[config.mk]
export PLATFORM = sky130hd
export DESIGN_NAME = osc_pll_control
export DESIGN_NICKNAME = d
export VERILOG_FILES = /design/src/pkg/clk_ctrl_pkg.sv /design/src/logic/osc_pll_control.sv /design/src/logic/delivery_gate.sv
export SDC_FILE = /design/constraint.sdc
export NUM_CORES = 1
export LEC_CHECK = 0
export BUFFER_PORTS_ARGS = -buffer_cell sky130_fd_sc_hd__buf_4
export CAP_MARGIN = 25
export CORE_MARGIN = 3
export CORE_UTILIZATION = 55
export CTS_CLUSTER_DIAMETER = 200
export DETAILED_ROUTE_END_ITERATION = 7
export GPL_ROUTABILITY_DRIVEN = 0
export HOLD_SLACK_MARGIN = 0.05
export PLACE_DENSITY_LB_ADDON = 0.15
export SLEW_MARGIN = 20
export SYNTH_ARGS = -nofsm -noshare
export SYNTH_HDL_FRONTEND = slang
export SYNTH_HIERARCHICAL = 1
export SYNTH_SLANG_ARGS = --single-unit
[constraint.sdc]
create_clock -name clk -period 3.3 [get_ports clk]
set_clock_uncertainty 0.2 [all_clocks]
set_input_delay 0.165 -clock clk [delete_from_list [all_inputs] [get_ports clk]]
set_output_delay 0.165 -clock clk [all_outputs]
set_load 0.02 [all_outputs]
[src/pkg/clk_ctrl_pkg.sv]
package clk_ctrl_pkg;

  // Register offsets, byte addresses
  localparam logic [7:0] STATUS_OFS = 8'h03;
  localparam logic [7:0] HF_CTRL_OFS = 8'h08;
  localparam logic [7:0] HF_TRIM_OFS = 8'h09;
  localparam logic [7:0] PLL_CTRL_OFS = 8'h10;
  localparam logic [7:0] SLOW_CTRL_OFS = 8'h18;
  localparam logic [7:0] XTAL_CTRL_OFS = 8'h1C;

  // Reset values
  localparam logic [7:0] STATUS_RST = 8'h00;
  localparam logic [7:0] HF_CTRL_RST = 8'h0C;
  localparam logic [7:0] HF_TRIM_RST = 8'h00;
  localparam logic [7:0] PLL_CTRL_RST = 8'h00;
  localparam logic [7:0] SLOW_CTRL_RST = 8'h00;
  localparam logic [7:0] XTAL_CTRL_RST = 8'h00;

  // Field positions
  localparam int KEEP_BIT = 7;
  localparam int PLL_SRC_BIT = 6;
  localparam int HF_FREQ_LSB = 2;
  localparam int TUNE_EN_BIT = 0;
  localparam int TRIM_SIGN_BIT = 5;
  localparam int MUL_LSB = 0;
  localparam int CRYSTAL_STARTUP_COUNT_LSB = 4;
  localparam int XSEL_BIT = 2;
  localparam int XLP_BIT = 1;
  localparam int XEN_BIT = 0;
  localparam int ST_PENDING_BIT = 0;
  localparam int ST_HF_BIT = 1;
  localparam int ST_SLOW_BIT = 2;
  localparam int ST_XTAL_BIT = 3;
  localparam int ST_EXT_BIT = 4;
  localparam int ST_PLL_BIT = 5;

  // Oscillator cycles from request to delivery
  localparam logic [2:0] HF_DELIVER_TICKS = 3'h2;
  localparam logic [2:0] PLL_DELIVER_TICKS = 3'h2;
  localparam logic [2:0] SLOW_DELIVER_TICKS = 3'h4;
  localparam logic [2:0] XTAL_DELIVER_TICKS = 3'h3;

  // Crystal start-up lengths in crystal cycles
  localparam logic [16:0] XT_START_1K = 17'h00400;
  localparam logic [16:0] XT_START_16K = 17'h04000;
  localparam logic [16:0] XT_START_32K = 17'h08000;
  localparam logic [16:0] XT_START_64K = 17'h10000;

  // Trim reload delay after auto-tune is switched off
  localparam int CLK_PERIOD_NS = 10;
  localparam int TUNE_SETTLE_NS = 3000;
  localparam int TUNE_EXTRA_CLKS = 3;
  localparam logic [8:0] TUNE_LOAD_CYCLES =
    9'(TUNE_SETTLE_NS / CLK_PERIOD_NS + TUNE_EXTRA_CLKS);

  typedef enum logic [1:0] {
    ACTIVE = 2'b00,
    IDLE = 2'b01,
    STANDBY = 2'b10,
    POWER_DOWN = 2'b11
  } sleep_mode_t;

  typedef enum logic [1:0] {
    XT_OFF = 2'b00,
    XT_WAIT = 2'b01,
    XT_READY = 2'b10
  } xtal_state_t;

  // Last count value of the crystal start-up wait
  function automatic logic [16:0] startup_last(input logic [1:0] code);
    logic [16:0] len;
    unique case (code)
      2'h0: len = XT_START_1K;
      2'h1: len = XT_START_16K;
      2'h2: len = XT_START_32K;
      2'h3: len = XT_START_64K;
    endcase
    return len - 17'h00001;
  endfunction : startup_last

  // Frequency codes that name a real output
  function automatic logic freq_code_valid(input logic [3:0] code);
    return (code <= 4'h3) || ((code >= 4'h5) && (code <= 4'h9));
  endfunction : freq_code_valid

endpackage : clk_ctrl_pkg

[src/logic/osc_pll_control.sv]
// Design decision made here: strobed register access.
`timescale 1ns/1ps

// Notes on behaviour
// - Slow oscillator stable flag is status bit 2
// - Fast oscillator stable flag is status bit 1
// - Switch pending until new source stable
// - Fast oscillator runs on request, or kept outside power-down
// - Fast output delivered two cycles after request
// - Frequency field picks fast oscillator output
// - Control bit 0 enables crystal auto-tune
// - Trim is six-bit signed, sign-extended reads
// - Auto-tune on locks trim against software
// - Trim reloads tune result after auto-tune off
// - PLL runs on peripheral request or kept outside power-down, multiplier not off
// - PLL output delivered two cycles after request
// - PLL reference: fast oscillator or external
// - Multiplier: off, times two, times three
// - Slow oscillator runs on request or kept
// - Slow output delivered four cycles after request
// - Crystal runs on request in active or idle, or kept, enabled
// - Crystal output within three cycles after start
// - Start-up field sets crystal wait length
// - Start-up and source bits lock while on
// - Source bit picks crystal or external clock
// - Control bit 1 selects crystal low power
// - Control bit 0 enables crystal, claims pins
// - Stable flags read zero unless requested
module osc_pll_control (
  input wire logic clk,
  input wire logic rst_n,
  input wire logic [7:0] reg_addr,
  input wire logic [7:0] reg_wdata,
  input wire logic reg_wr,
  input wire logic reg_rd,
  output logic [7:0] reg_rdata,
  input wire logic cfg_unlock,
  input wire logic [1:0] sleep_mode,
  input wire logic hf_main_req,
  input wire logic hf_periph_req,
  input wire logic pll_periph_req,
  input wire logic slow_main_req,
  input wire logic slow_periph_req,
  input wire logic xtal_main_req,
  input wire logic xtal_periph_req,
  input wire logic ext_requested,
  input wire logic hf_ready,
  input wire logic pll_ready,
  input wire logic slow_ready,
  input wire logic ext_ready,
  input wire logic hf_tick,
  input wire logic pll_tick,
  input wire logic slow_tick,
  input wire logic xtal_tick,
  input wire logic [5:0] tune_result,
  input wire logic main_switch_start,
  input wire logic [1:0] main_switch_target,
  output logic hf_osc_run,
  output logic [3:0] hf_freq_choice,
  output logic crystal_trim_enable,
  output logic [5:0] hf_trim,
  output logic pll_run,
  output logic [1:0] pll_multiplier,
  output logic pll_ref_external,
  output logic slow_osc_run,
  output logic crystal_run,
  output logic crystal_low_power,
  output logic crystal_ext_mode,
  output logic crystal_pins_claimed,
  output logic hf_deliver,
  output logic pll_deliver,
  output logic slow_deliver,
  output logic crystal_deliver,
  output logic main_switch_pending
);

  typedef struct packed {
    logic hf_keep;
    logic [3:0] hf_freq;
    logic tune_en;
    logic [5:0] trim;
    logic [8:0] tune_cnt;
    logic pll_keep;
    logic pll_src;
    logic [1:0] pll_mul;
    logic slow_keep;
    logic xt_keep;
    logic [1:0] xt_crystal_startup_count;
    logic xt_sel;
    logic xt_lp;
    logic xt_en;
    clk_ctrl_pkg::xtal_state_t xt_state;
    logic [16:0] xt_cnt;
    logic pending;
    logic [7:0] rdata;
  } ctrl_state_t;

  localparam ctrl_state_t CTRL_RST = '{
    hf_keep: clk_ctrl_pkg::HF_CTRL_RST[clk_ctrl_pkg::KEEP_BIT],
    hf_freq: clk_ctrl_pkg::HF_CTRL_RST[clk_ctrl_pkg::HF_FREQ_LSB +: 4],
    tune_en: clk_ctrl_pkg::HF_CTRL_RST[clk_ctrl_pkg::TUNE_EN_BIT],
    trim: clk_ctrl_pkg::HF_TRIM_RST[5:0],
    tune_cnt: 9'h000,
    pll_keep: clk_ctrl_pkg::PLL_CTRL_RST[clk_ctrl_pkg::KEEP_BIT],
    pll_src: clk_ctrl_pkg::PLL_CTRL_RST[clk_ctrl_pkg::PLL_SRC_BIT],
    pll_mul: clk_ctrl_pkg::PLL_CTRL_RST[clk_ctrl_pkg::MUL_LSB +: 2],
    slow_keep: clk_ctrl_pkg::SLOW_CTRL_RST[clk_ctrl_pkg::KEEP_BIT],
    xt_keep: clk_ctrl_pkg::XTAL_CTRL_RST[clk_ctrl_pkg::KEEP_BIT],
    xt_crystal_startup_count: clk_ctrl_pkg::XTAL_CTRL_RST[clk_ctrl_pkg::CRYSTAL_STARTUP_COUNT_LSB +: 2],
    xt_sel: clk_ctrl_pkg::XTAL_CTRL_RST[clk_ctrl_pkg::XSEL_BIT],
    xt_lp: clk_ctrl_pkg::XTAL_CTRL_RST[clk_ctrl_pkg::XLP_BIT],
    xt_en: clk_ctrl_pkg::XTAL_CTRL_RST[clk_ctrl_pkg::XEN_BIT],
    xt_state: clk_ctrl_pkg::XT_OFF,
    xt_cnt: 17'h00000,
    pending: clk_ctrl_pkg::STATUS_RST[clk_ctrl_pkg::ST_PENDING_BIT],
    rdata: 8'h00
  };

  ctrl_state_t s_q;
  ctrl_state_t s_d;

  logic deep_sleep;
  logic act_or_idle;
  logic pll_req_live;
  logic hf_req_any;
  logic slow_req_any;
  logic xtal_req_any;
  logic hf_stat;
  logic pll_stat;
  logic slow_stat;
  logic xtal_stat;
  logic ext_stat;
  logic [3:0] src_stable;
  logic [7:0] status_val;
  logic wr_hf_ctrl;
  logic wr_trim;
  logic wr_pll;
  logic wr_slow;
  logic wr_xtal;

  // Power mode qualifiers for the fast and PLL keep-running bits and the crystal request
  assign deep_sleep = (sleep_mode == clk_ctrl_pkg::POWER_DOWN);
  assign act_or_idle = (sleep_mode == clk_ctrl_pkg::ACTIVE)
    || (sleep_mode == clk_ctrl_pkg::IDLE);

  // Who asks for each source; a PLL fed from the fast oscillator asks for it too
  assign pll_req_live = pll_periph_req && (s_q.pll_mul != 2'h0);
  assign hf_req_any = hf_main_req || hf_periph_req || (pll_req_live && !s_q.pll_src);
  assign slow_req_any = slow_main_req || slow_periph_req;
  assign xtal_req_any = xtal_main_req || xtal_periph_req;

  // Run enables toward the analog cores
  assign hf_osc_run = hf_req_any || (s_q.hf_keep && !deep_sleep);
  assign pll_run = (s_q.pll_mul != 2'h0)
    && (pll_periph_req || (s_q.pll_keep && !deep_sleep));
  assign slow_osc_run = slow_req_any || s_q.slow_keep;
  assign crystal_run = s_q.xt_en && ((xtal_req_any && act_or_idle) || s_q.xt_keep);

  // Static controls toward the analog cores
  assign hf_freq_choice = s_q.hf_freq;
  assign crystal_trim_enable = s_q.tune_en;
  assign hf_trim = s_q.trim;
  assign pll_multiplier = (s_q.pll_mul == 2'h3) ? 2'h0 : s_q.pll_mul;
  assign pll_ref_external = s_q.pll_src;
  assign crystal_low_power = s_q.xt_lp;
  assign crystal_ext_mode = s_q.xt_sel;
  assign crystal_pins_claimed = s_q.xt_en;

  // Delivery gates count source cycles; reserved multiplier keeps the PLL dark
  delivery_gate #(.TICKS(clk_ctrl_pkg::HF_DELIVER_TICKS)) u_hf_gate (
    .clk(clk),
    .rst_n(rst_n),
    .request(hf_req_any),
    .running(hf_osc_run && hf_ready),
    .osc_tick(hf_tick),
    .deliver(hf_deliver)
  );

  delivery_gate #(.TICKS(clk_ctrl_pkg::PLL_DELIVER_TICKS)) u_pll_gate (
    .clk(clk),
    .rst_n(rst_n),
    .request(pll_req_live),
    .running(pll_run && pll_ready && (pll_multiplier != 2'h0)),
    .osc_tick(pll_tick),
    .deliver(pll_deliver)
  );

  delivery_gate #(.TICKS(clk_ctrl_pkg::SLOW_DELIVER_TICKS)) u_slow_gate (
    .clk(clk),
    .rst_n(rst_n),
    .request(slow_req_any),
    .running(slow_osc_run && slow_ready),
    .osc_tick(slow_tick),
    .deliver(slow_deliver)
  );

  // The crystal only counts as running once its start-up wait is over
  delivery_gate #(.TICKS(clk_ctrl_pkg::XTAL_DELIVER_TICKS)) u_xtal_gate (
    .clk(clk),
    .rst_n(rst_n),
    .request(xtal_req_any),
    .running(crystal_run && (s_q.xt_state == clk_ctrl_pkg::XT_READY)),
    .osc_tick(xtal_tick),
    .deliver(crystal_deliver)
  );

  // Stable flags are masked by the live request, whatever keep-running says
  assign hf_stat = hf_deliver && hf_req_any;
  assign pll_stat = pll_deliver && pll_req_live;
  assign slow_stat = slow_deliver && slow_req_any;
  assign xtal_stat = crystal_deliver && xtal_req_any;
  assign ext_stat = ext_ready && ext_requested;
  assign src_stable = {ext_stat, xtal_stat, slow_stat, hf_stat};

  always_comb
  begin
    status_val = 8'h00;
    status_val[clk_ctrl_pkg::ST_PENDING_BIT] = s_q.pending;
    status_val[clk_ctrl_pkg::ST_HF_BIT] = hf_stat;
    status_val[clk_ctrl_pkg::ST_SLOW_BIT] = slow_stat;
    status_val[clk_ctrl_pkg::ST_XTAL_BIT] = xtal_stat;
    status_val[clk_ctrl_pkg::ST_EXT_BIT] = ext_stat;
    status_val[clk_ctrl_pkg::ST_PLL_BIT] = pll_stat;
  end

  // Write decode; the trim register is the only unprotected one
  assign wr_hf_ctrl = reg_wr && cfg_unlock && (reg_addr == clk_ctrl_pkg::HF_CTRL_OFS);
  assign wr_trim = reg_wr && (reg_addr == clk_ctrl_pkg::HF_TRIM_OFS);
  assign wr_pll = reg_wr && cfg_unlock && (reg_addr == clk_ctrl_pkg::PLL_CTRL_OFS);
  assign wr_slow = reg_wr && cfg_unlock && (reg_addr == clk_ctrl_pkg::SLOW_CTRL_OFS);
  assign wr_xtal = reg_wr && cfg_unlock && (reg_addr == clk_ctrl_pkg::XTAL_CTRL_OFS);

  // Next state: register writes, trim reload, crystal start-up, switch tracking
  always_comb
  begin
    s_d = s_q;
    s_d.rdata = 8'h00;
    if (wr_hf_ctrl)
    begin
      s_d.hf_keep = reg_wdata[clk_ctrl_pkg::KEEP_BIT];
      s_d.tune_en = reg_wdata[clk_ctrl_pkg::TUNE_EN_BIT];
      // Reserved codes would leave the oscillator undefined, so they are dropped
      if (clk_ctrl_pkg::freq_code_valid(reg_wdata[clk_ctrl_pkg::HF_FREQ_LSB +: 4]))
      begin
        s_d.hf_freq = reg_wdata[clk_ctrl_pkg::HF_FREQ_LSB +: 4];
      end
    end
    // Trim reload timer: armed on the falling edge of auto-tune
    if (s_q.tune_en && !s_d.tune_en)
    begin
      s_d.tune_cnt = clk_ctrl_pkg::TUNE_LOAD_CYCLES;
    end
    else if (s_d.tune_en)
    begin
      s_d.tune_cnt = 9'h000;
    end
    else if (s_q.tune_cnt != 9'h000)
    begin
      s_d.tune_cnt = s_q.tune_cnt - 9'h001;
    end
    if (wr_trim && !s_q.tune_en)
    begin
      s_d.trim = reg_wdata[5:0];
    end
    if (s_q.tune_cnt == 9'h001)
    begin
      s_d.trim = tune_result;
    end
    if (wr_pll)
    begin
      s_d.pll_keep = reg_wdata[clk_ctrl_pkg::KEEP_BIT];
      s_d.pll_src = reg_wdata[clk_ctrl_pkg::PLL_SRC_BIT];
      s_d.pll_mul = reg_wdata[clk_ctrl_pkg::MUL_LSB +: 2];
    end
    if (wr_slow)
    begin
      s_d.slow_keep = reg_wdata[clk_ctrl_pkg::KEEP_BIT];
    end
    if (wr_xtal)
    begin
      s_d.xt_keep = reg_wdata[clk_ctrl_pkg::KEEP_BIT];
      s_d.xt_lp = reg_wdata[clk_ctrl_pkg::XLP_BIT];
      s_d.xt_en = reg_wdata[clk_ctrl_pkg::XEN_BIT];
      // Changing the wait or the source under a live crystal would corrupt start-up
      if (!s_q.xt_en && !xtal_stat)
      begin
        s_d.xt_crystal_startup_count = reg_wdata[clk_ctrl_pkg::CRYSTAL_STARTUP_COUNT_LSB +: 2];
        s_d.xt_sel = reg_wdata[clk_ctrl_pkg::XSEL_BIT];
      end
    end
    // Crystal start-up: the wait only applies to a real crystal
    unique case (s_q.xt_state)
      clk_ctrl_pkg::XT_OFF:
      begin
        s_d.xt_cnt = 17'h00000;
        if (crystal_run)
        begin
          s_d.xt_state = s_q.xt_sel ? clk_ctrl_pkg::XT_READY : clk_ctrl_pkg::XT_WAIT;
        end
      end
      clk_ctrl_pkg::XT_WAIT:
      begin
        if (!crystal_run)
        begin
          s_d.xt_state = clk_ctrl_pkg::XT_OFF;
        end
        else if (xtal_tick)
        begin
          if (s_q.xt_cnt == clk_ctrl_pkg::startup_last(s_q.xt_crystal_startup_count))
          begin
            s_d.xt_state = clk_ctrl_pkg::XT_READY;
          end
          else
          begin
            s_d.xt_cnt = s_q.xt_cnt + 17'h00001;
          end
        end
      end
      clk_ctrl_pkg::XT_READY:
      begin
        if (!crystal_run)
        begin
          s_d.xt_state = clk_ctrl_pkg::XT_OFF;
        end
      end
      default:
      begin
        s_d.xt_state = clk_ctrl_pkg::XT_OFF;
      end
    endcase
    // A new switch request wins over completion in the same cycle
    if (main_switch_start)
    begin
      s_d.pending = 1'b1;
    end
    else if (s_q.pending && src_stable[main_switch_target])
    begin
      s_d.pending = 1'b0;
    end
    // Read data, one cycle after the strobe; unmapped addresses read zero
    if (reg_rd)
    begin
      unique case (reg_addr)
        clk_ctrl_pkg::STATUS_OFS: s_d.rdata = status_val;
        clk_ctrl_pkg::HF_CTRL_OFS: s_d.rdata = {s_q.hf_keep, 1'b0, s_q.hf_freq, 1'b0, s_q.tune_en};
        clk_ctrl_pkg::HF_TRIM_OFS: s_d.rdata = {{2{s_q.trim[clk_ctrl_pkg::TRIM_SIGN_BIT]}},
                                                s_q.trim};
        clk_ctrl_pkg::PLL_CTRL_OFS: s_d.rdata = {s_q.pll_keep, s_q.pll_src, 4'h0, s_q.pll_mul};
        clk_ctrl_pkg::SLOW_CTRL_OFS: s_d.rdata = {s_q.slow_keep, 7'h00};
        clk_ctrl_pkg::XTAL_CTRL_OFS: s_d.rdata = {s_q.xt_keep, 1'b0, s_q.xt_crystal_startup_count, 1'b0,
                                                  s_q.xt_sel, s_q.xt_lp, s_q.xt_en};
        default: s_d.rdata = 8'h00;
      endcase
    end
  end

  always_ff @(posedge clk)
  begin
    if (!rst_n)
    begin
      s_q <= CTRL_RST;
    end
    else
    begin
      s_q <= s_d;
    end
  end

  assign reg_rdata = s_q.rdata;
  assign main_switch_pending = s_q.pending;

  // Checks on the register side and the status flags
  a_trim_sw_lock: assert property (
    @(posedge clk) disable iff (!rst_n)
    (reg_wr && reg_addr == clk_ctrl_pkg::HF_TRIM_OFS && s_q.tune_en) |=> $stable(s_q.trim))
    else $error("trim changed by software while auto-tune on");

  a_trim_reload_arm: assert property (
    @(posedge clk) disable iff (!rst_n)
    $fell(s_q.tune_en) |-> (s_q.tune_cnt == clk_ctrl_pkg::TUNE_LOAD_CYCLES))
    else $error("trim reload not armed after auto-tune off");

  a_trim_reload_val: assert property (
    @(posedge clk) disable iff (!rst_n)
    (s_q.tune_cnt == 9'h001 && !s_q.tune_en) |=> (s_q.trim == $past(tune_result)))
    else $error("trim not loaded with tune result");

  a_trim_sign_ext: assert property (
    @(posedge clk) disable iff (!rst_n)
    (reg_rd && reg_addr == clk_ctrl_pkg::HF_TRIM_OFS)
      |=> (reg_rdata[7] == reg_rdata[5]) && (reg_rdata[6] == reg_rdata[5]))
    else $error("trim read not sign extended");

  a_switch_done: assert property (
    @(posedge clk) disable iff (!rst_n)
    (s_q.pending && src_stable[main_switch_target] && !main_switch_start) |=> !main_switch_pending)
    else $error("switch pending not cleared on stable source");

  a_switch_start: assert property (
    @(posedge clk) disable iff (!rst_n)
    main_switch_start |=> main_switch_pending)
    else $error("switch pending not set on start");

  a_prot_write: assert property (
    @(posedge clk) disable iff (!rst_n)
    (reg_wr && !cfg_unlock && reg_addr == clk_ctrl_pkg::PLL_CTRL_OFS)
      |=> $stable({s_q.pll_keep, s_q.pll_src, s_q.pll_mul}))
    else $error("protected write taken without unlock");

  a_xtal_fields_ro: assert property (
    @(posedge clk) disable iff (!rst_n)
    (reg_wr && reg_addr == clk_ctrl_pkg::XTAL_CTRL_OFS && s_q.xt_en)
      |=> $stable({s_q.xt_crystal_startup_count, s_q.xt_sel}))
    else $error("start-up or source bit changed while enabled");

  a_hf_stat_masked: assert property (
    @(posedge clk) disable iff (!rst_n)
    (reg_rd && reg_addr == clk_ctrl_pkg::STATUS_OFS && !hf_req_any) |=> !reg_rdata[1])
    else $error("fast stable flag read one without request");

  a_pll_off_code: assert property (
    @(posedge clk) disable iff (!rst_n)
    (s_q.pll_mul == 2'h0) |-> !pll_run ##1 !pll_deliver)
    else $error("pll running with multiplier off");

endmodule : osc_pll_control

[src/logic/delivery_gate.sv]
`timescale 1ns/1ps

// Passes a running source to its requester a fixed number of source cycles
// after the request; drops on the next clock when the request or the source goes away.
module delivery_gate #(
  parameter logic [2:0] TICKS = 3'h2
) (
  input wire logic clk,
  input wire logic rst_n,
  input wire logic request,
  input wire logic running,
  input wire logic osc_tick,
  output logic deliver
);

  typedef struct packed {
    logic [2:0] cnt;
    logic grant;
  } gate_state_t;

  localparam gate_state_t GATE_RST = '{cnt: 3'h0, grant: 1'b0};

  gate_state_t s_q;
  gate_state_t s_d;

  // Count source cycles while requested and running
  always_comb
  begin
    s_d = s_q;
    if (!(request && running))
    begin
      s_d = GATE_RST;
    end
    else if (!s_q.grant && osc_tick)
    begin
      if (s_q.cnt == TICKS - 3'h1)
      begin
        s_d.grant = 1'b1;
      end
      else
      begin
        s_d.cnt = s_q.cnt + 3'h1;
      end
    end
  end

  always_ff @(posedge clk)
  begin
    if (!rst_n)
    begin
      s_q <= GATE_RST;
    end
    else
    begin
      s_q <= s_d;
    end
  end

  assign deliver = s_q.grant;

endmodule : delivery_gate

# Word level (Yosys, flattened, before mapping)
# Cells that the tools add are included.
# W data, S select, Z words.
dict set report totals {
  romBits 0
  output_inout_bits 34
  regBits 76
  ram_bits 0
  latchBits 0
  n_memories 0
  elab_cells 180
}
dict set report classes {
  bitwise_logic 5
  shift 0
  n_reduce_logical 84
  multipliers 0
  eq_ne 27
  order_cmp 4
  addsub 7
  div_mod_pow 0
  mux 26
}
# cell count
set op_table {}
lappend op_table {{$mux W17} 5}
lappend op_table {{$pmux W17 S4} 1}
lappend op_table {{$pmux W8 S6} 1}
lappend op_table {{$logic_and A1 B1 Y1} 36}
lappend op_table {{$pmux W17 S2} 1}
lappend op_table {{$reduce_and A2 Y1} 15}
lappend op_table {{$mux W9} 3}
lappend op_table {{$eq A8 B5 Y1 const B} 3}
lappend op_table {{$mux W19} 1}
lappend op_table {{$add A17 B1 Y17 const B} 1}
lappend op_table {{$eq A17 B17 Y1} 1}
lappend op_table {{$sub A17 B1 Y17 const B} 1}
lappend op_table {{$eq A8 B4 Y1 const B} 2}
lappend op_table {{$add A3 B1 Y3 const B} 4}
lappend op_table {{$mux W2} 6}
lappend op_table {{$mux W6} 2}
lappend op_table {{$eq A2 B2 Y1 const B} 5}
lappend op_table {{$logic_not A1 Y1} 10}
lappend op_table {{$logic_or A1 B1 Y1} 10}
lappend op_table {{$ne A2 B2 Y1 const B} 5}
lappend op_table {{$reduce_bool A2 Y1} 5}
lappend op_table {{$eq A9 B1 Y1 const B} 1}
lappend op_table {{$reduce_bool A9 Y1} 1}
lappend op_table {{$sub A9 B1 Y9 const B} 1}
lappend op_table {{other kinds (17)} 32}

# Logic depth before layout (Yosys ltp)
dict set report logic_depth {
  ltp_word 13
  depth_mapped 8
  mapped_depth_nobuf 8
}

# Cells and area by module
# The synthesis kept the hierarchy.
# module seq_area_each_um2 instances cells_per_inst area_each_um2
set modules_own_cells {}
lappend modules_own_cells {osc_pll_control 1201.2 1 398 3274.4}
lappend modules_own_cells {{delivery_gate (u_hf_gate ...)} 80.1 3 22 196.4}
lappend modules_own_cells {{delivery_gate (u_slow_gate)} 80.1 1 20 211.5}

# Worst setup path before layout
# OpenSTA, ideal clock, no wires.
dict set report synth_timing {
  path_type {register to register}
  start {register s_q[19] in the netlist's numbering}
  end {register s_q[27] in the netlist's numbering}
  arrival_time_ps 2097
  path_slack_ps 908
  path_buffers 0
  required_ps 3004
  stages_incl_launch_ff 6
  path_cell_list {dfxtp_1 > or4_1 > mux2_2 > or4_4 > o211a_1 > o41ai_2}
}
dict set report synth_between {
  elab_chain_cells 3
}
# item line
set synth_rtl {}
lappend synth_rtl {{start: declaration} osc_pll_control.sv:119} ;# ctrl_state_t s_q;
lappend synth_rtl {{start signal: assignment} osc_pll_control.sv:361} ;# s_q <= CTRL_RST;
lappend synth_rtl {{start signal: assignment} osc_pll_control.sv:365} ;# s_q <= s_d;
lappend synth_rtl {{$eq A17 B17 Y1} osc_pll_control.sv:309} ;# if (s_q.xt_cnt == clk_ctrl_pkg::startup_last(s_q.xt_crystal_startup_count))
lappend synth_rtl {{$ne A3 B3 Y1 (no source line)} n/a}
lappend synth_rtl {{$reduce_and A4 Y1 (no source line)} n/a}
# No other way between the ends.
# A chain may end at the register's enable or synchronous reset.

# Final worst setup path
dict set report layout_timing {
  start {register s_q[44] in the netlist's numbering}
  end {register s_q (netlist bit hf_trim[0])}
}
dict set report layout_between {
  elab_chain_cells 2
}
# item line
set layout_rtl {}
lappend layout_rtl {{$eq A9 B1 Y1 *} osc_pll_control.sv:265} ;# if (s_q.tune_cnt == 9'h001)
lappend layout_rtl {{$mux W6 or $reduce_bool A2 Y1 (tied branches)} n/a}
# Every way passes the cells marked *; elsewhere a longest branch is shown, timed or not.

==> flow_results.org <==
** Status
- Status :: finished clean

** Setup path
- The worst setup path is captured at a flip-flop.
- Worst R2R Start :: s_q[44]
- Crit path launch type :: flip-flop
- Following the worst setup path forward leads to its endpoint at hf_trim[0].
- For the worst flop-to-flop path, the logic depth is 6.
- Crit path launch :: s_q[44]
- Critical setup path kind :: flip-flop to flip-flop
- Counting buffers and inverters, the worst setup path is 6 cells deep.
- Worst path buffer plus inverter count :: 1
- The signal on the critical path passes through or3_1, nor3_1, nand3_1, o21ai_0, dlygate4sd3_1, a21oi_1.
- Worst path top cell family by delay :: simple AND/OR/NAND/NOR gates
- At the worst endpoint, the arrival time is 2860 ps.
- RR Endpoint :: hf_trim[0]
- Data required time at the worst endpoint :: 3320 ps
- Max incr delay on CP :: 600 ps
- Across all register-to-register paths, the minimum setup slack is 460 ps.
- Largest driver fanout on the critical path :: 12
- The slowest stage of the critical path is the sky130_fd_sc_hd__dlygate4sd3_1 cell.

** Synthesis
- The synthesized netlist devotes 1.07% of its cell area to XOR and XNOR gates.
- Each instance of the synthesized netlist takes up on average 8.42 sq um.
- After Yosys synthesis, full adders, half adders and majority gates account for 4.30% of the synthesized area.
- The cell count after synthesis came out at 484.
- For this run, the register share of the synthesized area comes to 37.3%.
- After synthesis, the largest family of logic cells by area is simple AND/OR/NAND/NOR gates.
- Number of enable-type register cells in the synthesized netlist :: 0
- The synthesized netlist contains 55 unique library cells.
- Summing the areas of all compound-gate instances in the mapped netlist gives 19.3% of the synthesized area.
- Seq cells post-synth :: 76
- Counting flops with an async set or reset pin after synthesis yields a share of 0%.
- Primary FF master, synth :: sky130_fd_sc_hd__dfxtp_1
- The number of nets in the synthesized netlist is 546.
- Netlist Area Pre-Place :: 0.00408 sq mm
- Mux share of post-synthesis cell area :: 6.42%
- Simple-Gate Fraction of Synth Area :: 24.8%
- Total of warnings raised by yosys :: 6

** Clocking
- Clock tree synthesis inserted a total of 9 buffers.
- TritonCTS clock tree :: yes
- CTS Buffer Depth :: 2
- After clock tree synthesis, the repair step resized 0 gates.
- CTS Sinks :: 76
- Clock transition at path regs :: 80 ps
- The tree is rooted in a sky130_fd_sc_hd__clkbuf_8.
- The H-tree was split into 3 levels.
- Setup fix buffers added after clock tree synthesis :: 0
- For the worst-skew pair, the clock arrives at the later sink with an insertion delay of 340 ps.

** Floorplan
- For this configuration, the core starts out at a cell density of 58.4%.
- Die height :: 92.1 um
- # rows :: 30
- Die W :: 92.1 um
- Number of top-level design ports :: 82
- The region available for standard cell placement spans 0.00698 sq mm.
- Area enclosed by the die boundary :: 0.00848 sq mm

** Timing
- The worst path uses 86.1% of the clock period.
- Count of endpoints failing hold in the final timing report :: 0
- Post-layout worst setup margin :: 458 ps
- Slew margin rel. :: 34.1%
- Max Clk Rate :: 352 MHz
- Fin crit period :: 2840 ps
- Final hold analysis gives a worst-case slack of 61.9 ps.
- Setup repair after global routing left no endpoint under its margin.
- Setup Total Neg Slack :: 0 ps
- Setup violations remaining at the end of the flow were counted as 0.
- The count of pins over their slew limit came to 0.
- Worst Tran Pin Value :: 987 ps

** Finish
- After the last flow step, the layout net total stands at 646.
- The finished cells cover 0.00521 sq mm.
- Area delta synth->final :: 27.9%
- Cells with a size suffix above 1 make up 20.1% of the layout.
- Layout filler cell count :: 509
- Area occupied by registers :: 0.00152 sq mm
- Number of cells in the finished layout apart from fillers :: 684
- Summing all multi-input logic gate instances after layout gives 0.00228 sq mm.
- Diode insertion count for antenna repair :: 0

** Place
- Post-placement cell area :: 0.00466 sq mm
- Counting tap cells, the placed design contains a total of 635 instances.
- Detailed placement finished with a half-perimeter wire length of 7.76 mm.
- Prior to clock tree synthesis, the placed netlist has a worst setup slack of 721 ps.
- Port bufs :: 81

** Drt
- The detail route stage leaves a number of antenna-violating nets equal to 0.
- Total length of routed wires :: 11.6 mm
- Number of violations reported at the end of detailed-routing iteration 0 :: 321
- Via count :: 4,154
- After detailed routing, the number of vias per cell comes to 6.07.
- Average wire length per cell after detail routing :: 16.9 um
- 1st-pass router iterations :: 5
- DRC Markers :: 0

** Power and ir drop
- Worst ir drop on vdd :: 0.000232 V
- Leakage power :: 2.13 nW
- Power per standard cell area :: 458 mW/mm^2

** Global route
- The number of global-route vias before repair was 3,914.
- Total GRT Usage :: 26.7%
- The number of antenna violations at the first check in global routing is 0.
- Remaining Overflow, GRT :: 0
- Entering global routing, the biggest net connects 32 pins.
- Global-route wire length before repair :: 18.6 mm

** Worst hold path
- The worst hold path belongs to the class input pin to flip-flop.

** Flow run
- The tool flagged a number of max-cap violations equal to 0.
==> repair_timing <==
action | CTS | global route
hold endpoints to repair | 43 | 0
hold buffers | 34 | 0
endpoints found under the setup margin | 0 | 0
==> power by group <==
group | switching, mW | internal, mW | total (mW) | leakage [nW]
sequential | 0.0636 | 0.989 | 1.05 | 0.615
combinational | 0.293 | 0.256 | 0.549 | 1.40
clock | 0.344 | 0.443 | 0.787 | 0.109
==> cell usage in the layout, fill, tap and decap left out, types with 5 or more instances in the layout <==
cell	Yosys	layout
sky130_fd_sc_hd__nor3_1	6	6
sky130_fd_sc_hd__a22oi_1	5	5
sky130_fd_sc_hd__dlygate4sd3_1	0	34
sky130_fd_sc_hd__inv_1	19	19
sky130_fd_sc_hd__nor2_1	41	41
sky130_fd_sc_hd__a21oi_1	50	50
sky130_fd_sc_hd__o31ai_1	7	7
sky130_fd_sc_hd__ha_1	14	14
sky130_fd_sc_hd__o21ai_0	28	28
sky130_fd_sc_hd__nand4b_1	7	7
sky130_fd_sc_hd__nor2b_1	5	5
sky130_fd_sc_hd__nor4_1	11	11
sky130_fd_sc_hd__mux2i_1	25	25
sky130_fd_sc_hd__or3_1	11	11
sky130_fd_sc_hd__and3_1	6	6
sky130_fd_sc_hd__nand3_1	23	23
sky130_fd_sc_hd__a31oi_1	12	12
sky130_fd_sc_hd__or4_1	12	12
sky130_fd_sc_hd__dfxtp_1	76	76
sky130_fd_sc_hd__buf_4	18	87
sky130_fd_sc_hd__nand4_1	9	9
sky130_fd_sc_hd__clkbuf_8	0	10
sky130_fd_sc_hd__nand2_1	28	28
==> through the flow <==
step	power [mW]	utilization, %
final	2.39	74.7
after floorplan	1.43	-
after CTS	2.38	74.7
after detailed placement	1.57	66.7
after global placement	1.55	66.7
after global routing	2.50	74.7
==> state kept, by name, summed over array words and instances, names as in the netlist, 3 cells and up <==
name,cells
s_q,36
reg_rdata,8
u_xtal_gate/s_q,3
u_pll_gate/s_q,3
hf_trim,6
u_hf_gate/s_q,3
u_slow_gate/s_q,3
hf_freq_choice,4
==> cell families after synthesis <==
family	after synthesis
buffers and inverters	54
and+or+nand+nor	182
DFF	76
AOI/OAI and AO/OA	127
xor gates and xnor gates	5
muxes	26
adders and majority gates	14
==> metal layers <==
layer	vias up	global-route usage (%)	wire length, um
met5	-	0	0
met4	0	10.9	286
met3	37	4.27	952
met2	199	45.3	5690
met1	1935	33.8	4660
li1	1983	-	-
==> worst register-to-register path, stage by stage (launching register included) <==
cell and delay [ps]:
sky130_fd_sc_hd__dfxtp_1 340, sky130_fd_sc_hd__or3_1 420, sky130_fd_sc_hd__nor3_1 340, sky130_fd_sc_hd__nand3_1 430, sky130_fd_sc_hd__o21ai_0 340, sky130_fd_sc_hd__dlygate4sd3_1 600, sky130_fd_sc_hd__a21oi_1 50
==> area by class of cell <==
class | instances | share of cell area (%)
flip-flops and latches | 76 | 29.2
well taps | 96 | 2.30
clock inverters | 4 | 1.42
multi-input cells | 354 | 43.7
repair buffers | 121 | 19.1
inverters | 22 | 1.58
clock buffers | 11 | 2.71
==> synth_stat cells (all sizes together), types with 2 or more instances <==
| cell | number | area (sq um) |
|---|---|---|
| nand3b | 2 | 15.0 |
| o211a | 2 | 20.0 |
| nand2b | 7 | 66.3 |
| xor2 | 2 | 17.5 |
| o31ai | 7 | 52.6 |
| a22oi | 5 | 37.5 |
| o32a | 2 | 20.0 |
| a31oi | 12 | 75.1 |
| nor2 | 41 | 154 |
| inv | 22 | 82.6 |
| nor2b | 5 | 31.3 |
| a21o | 3 | 22.5 |
| xnor2 | 3 | 26.3 |
| ha | 14 | 175 |
| a32oi | 3 | 26.3 |
| nor4 | 11 | 68.8 |
| or4 | 13 | 101 |
| a21oi | 50 | 250 |
| dfxtp | 76 | 1520 |
| nand4b | 7 | 61.3 |
| a41oi | 2 | 17.5 |
| and3 | 6 | 37.5 |
| clkbuf | 12 | 45.0 |
| or3 | 11 | 68.8 |
| o21ai | 28 | 140 |
| mux2i | 25 | 250 |
| a31o | 2 | 17.5 |
| nand4 | 9 | 56.3 |
| nand2 | 28 | 105 |
| nand3 | 23 | 115 |
| buf | 20 | 145 |
| and2 | 3 | 18.8 |
| nor3 | 6 | 30.0 |
| nor3b | 4 | 30.0 |
| or2 | 2 | 12.5 |
==> worst min-delay path by stage <==
| stage | startpoint | endpoint | slack (ps) | depth (start not counted) |
|---|---|---|---|---|
| 2_1_floorplan | main_switch_start | main_switch_pending | 70 | 2 |
| 3_3_place_gp | main_switch_start | main_switch_pending | 170 | 3 |
| 3_5_place_dp | main_switch_start | main_switch_pending | 170 | 3 |
| 4_1_cts | reg_addr[4] | reg_rdata[5] | 50 | 4 |
| 5_1_grt | reg_addr[2] | s_q[34] | 90 | 4 |
| 6_report | reg_addr[2] | s_q[34] | 60 | 4 |
Note: power is estimated with default switching activity, not from simulation.
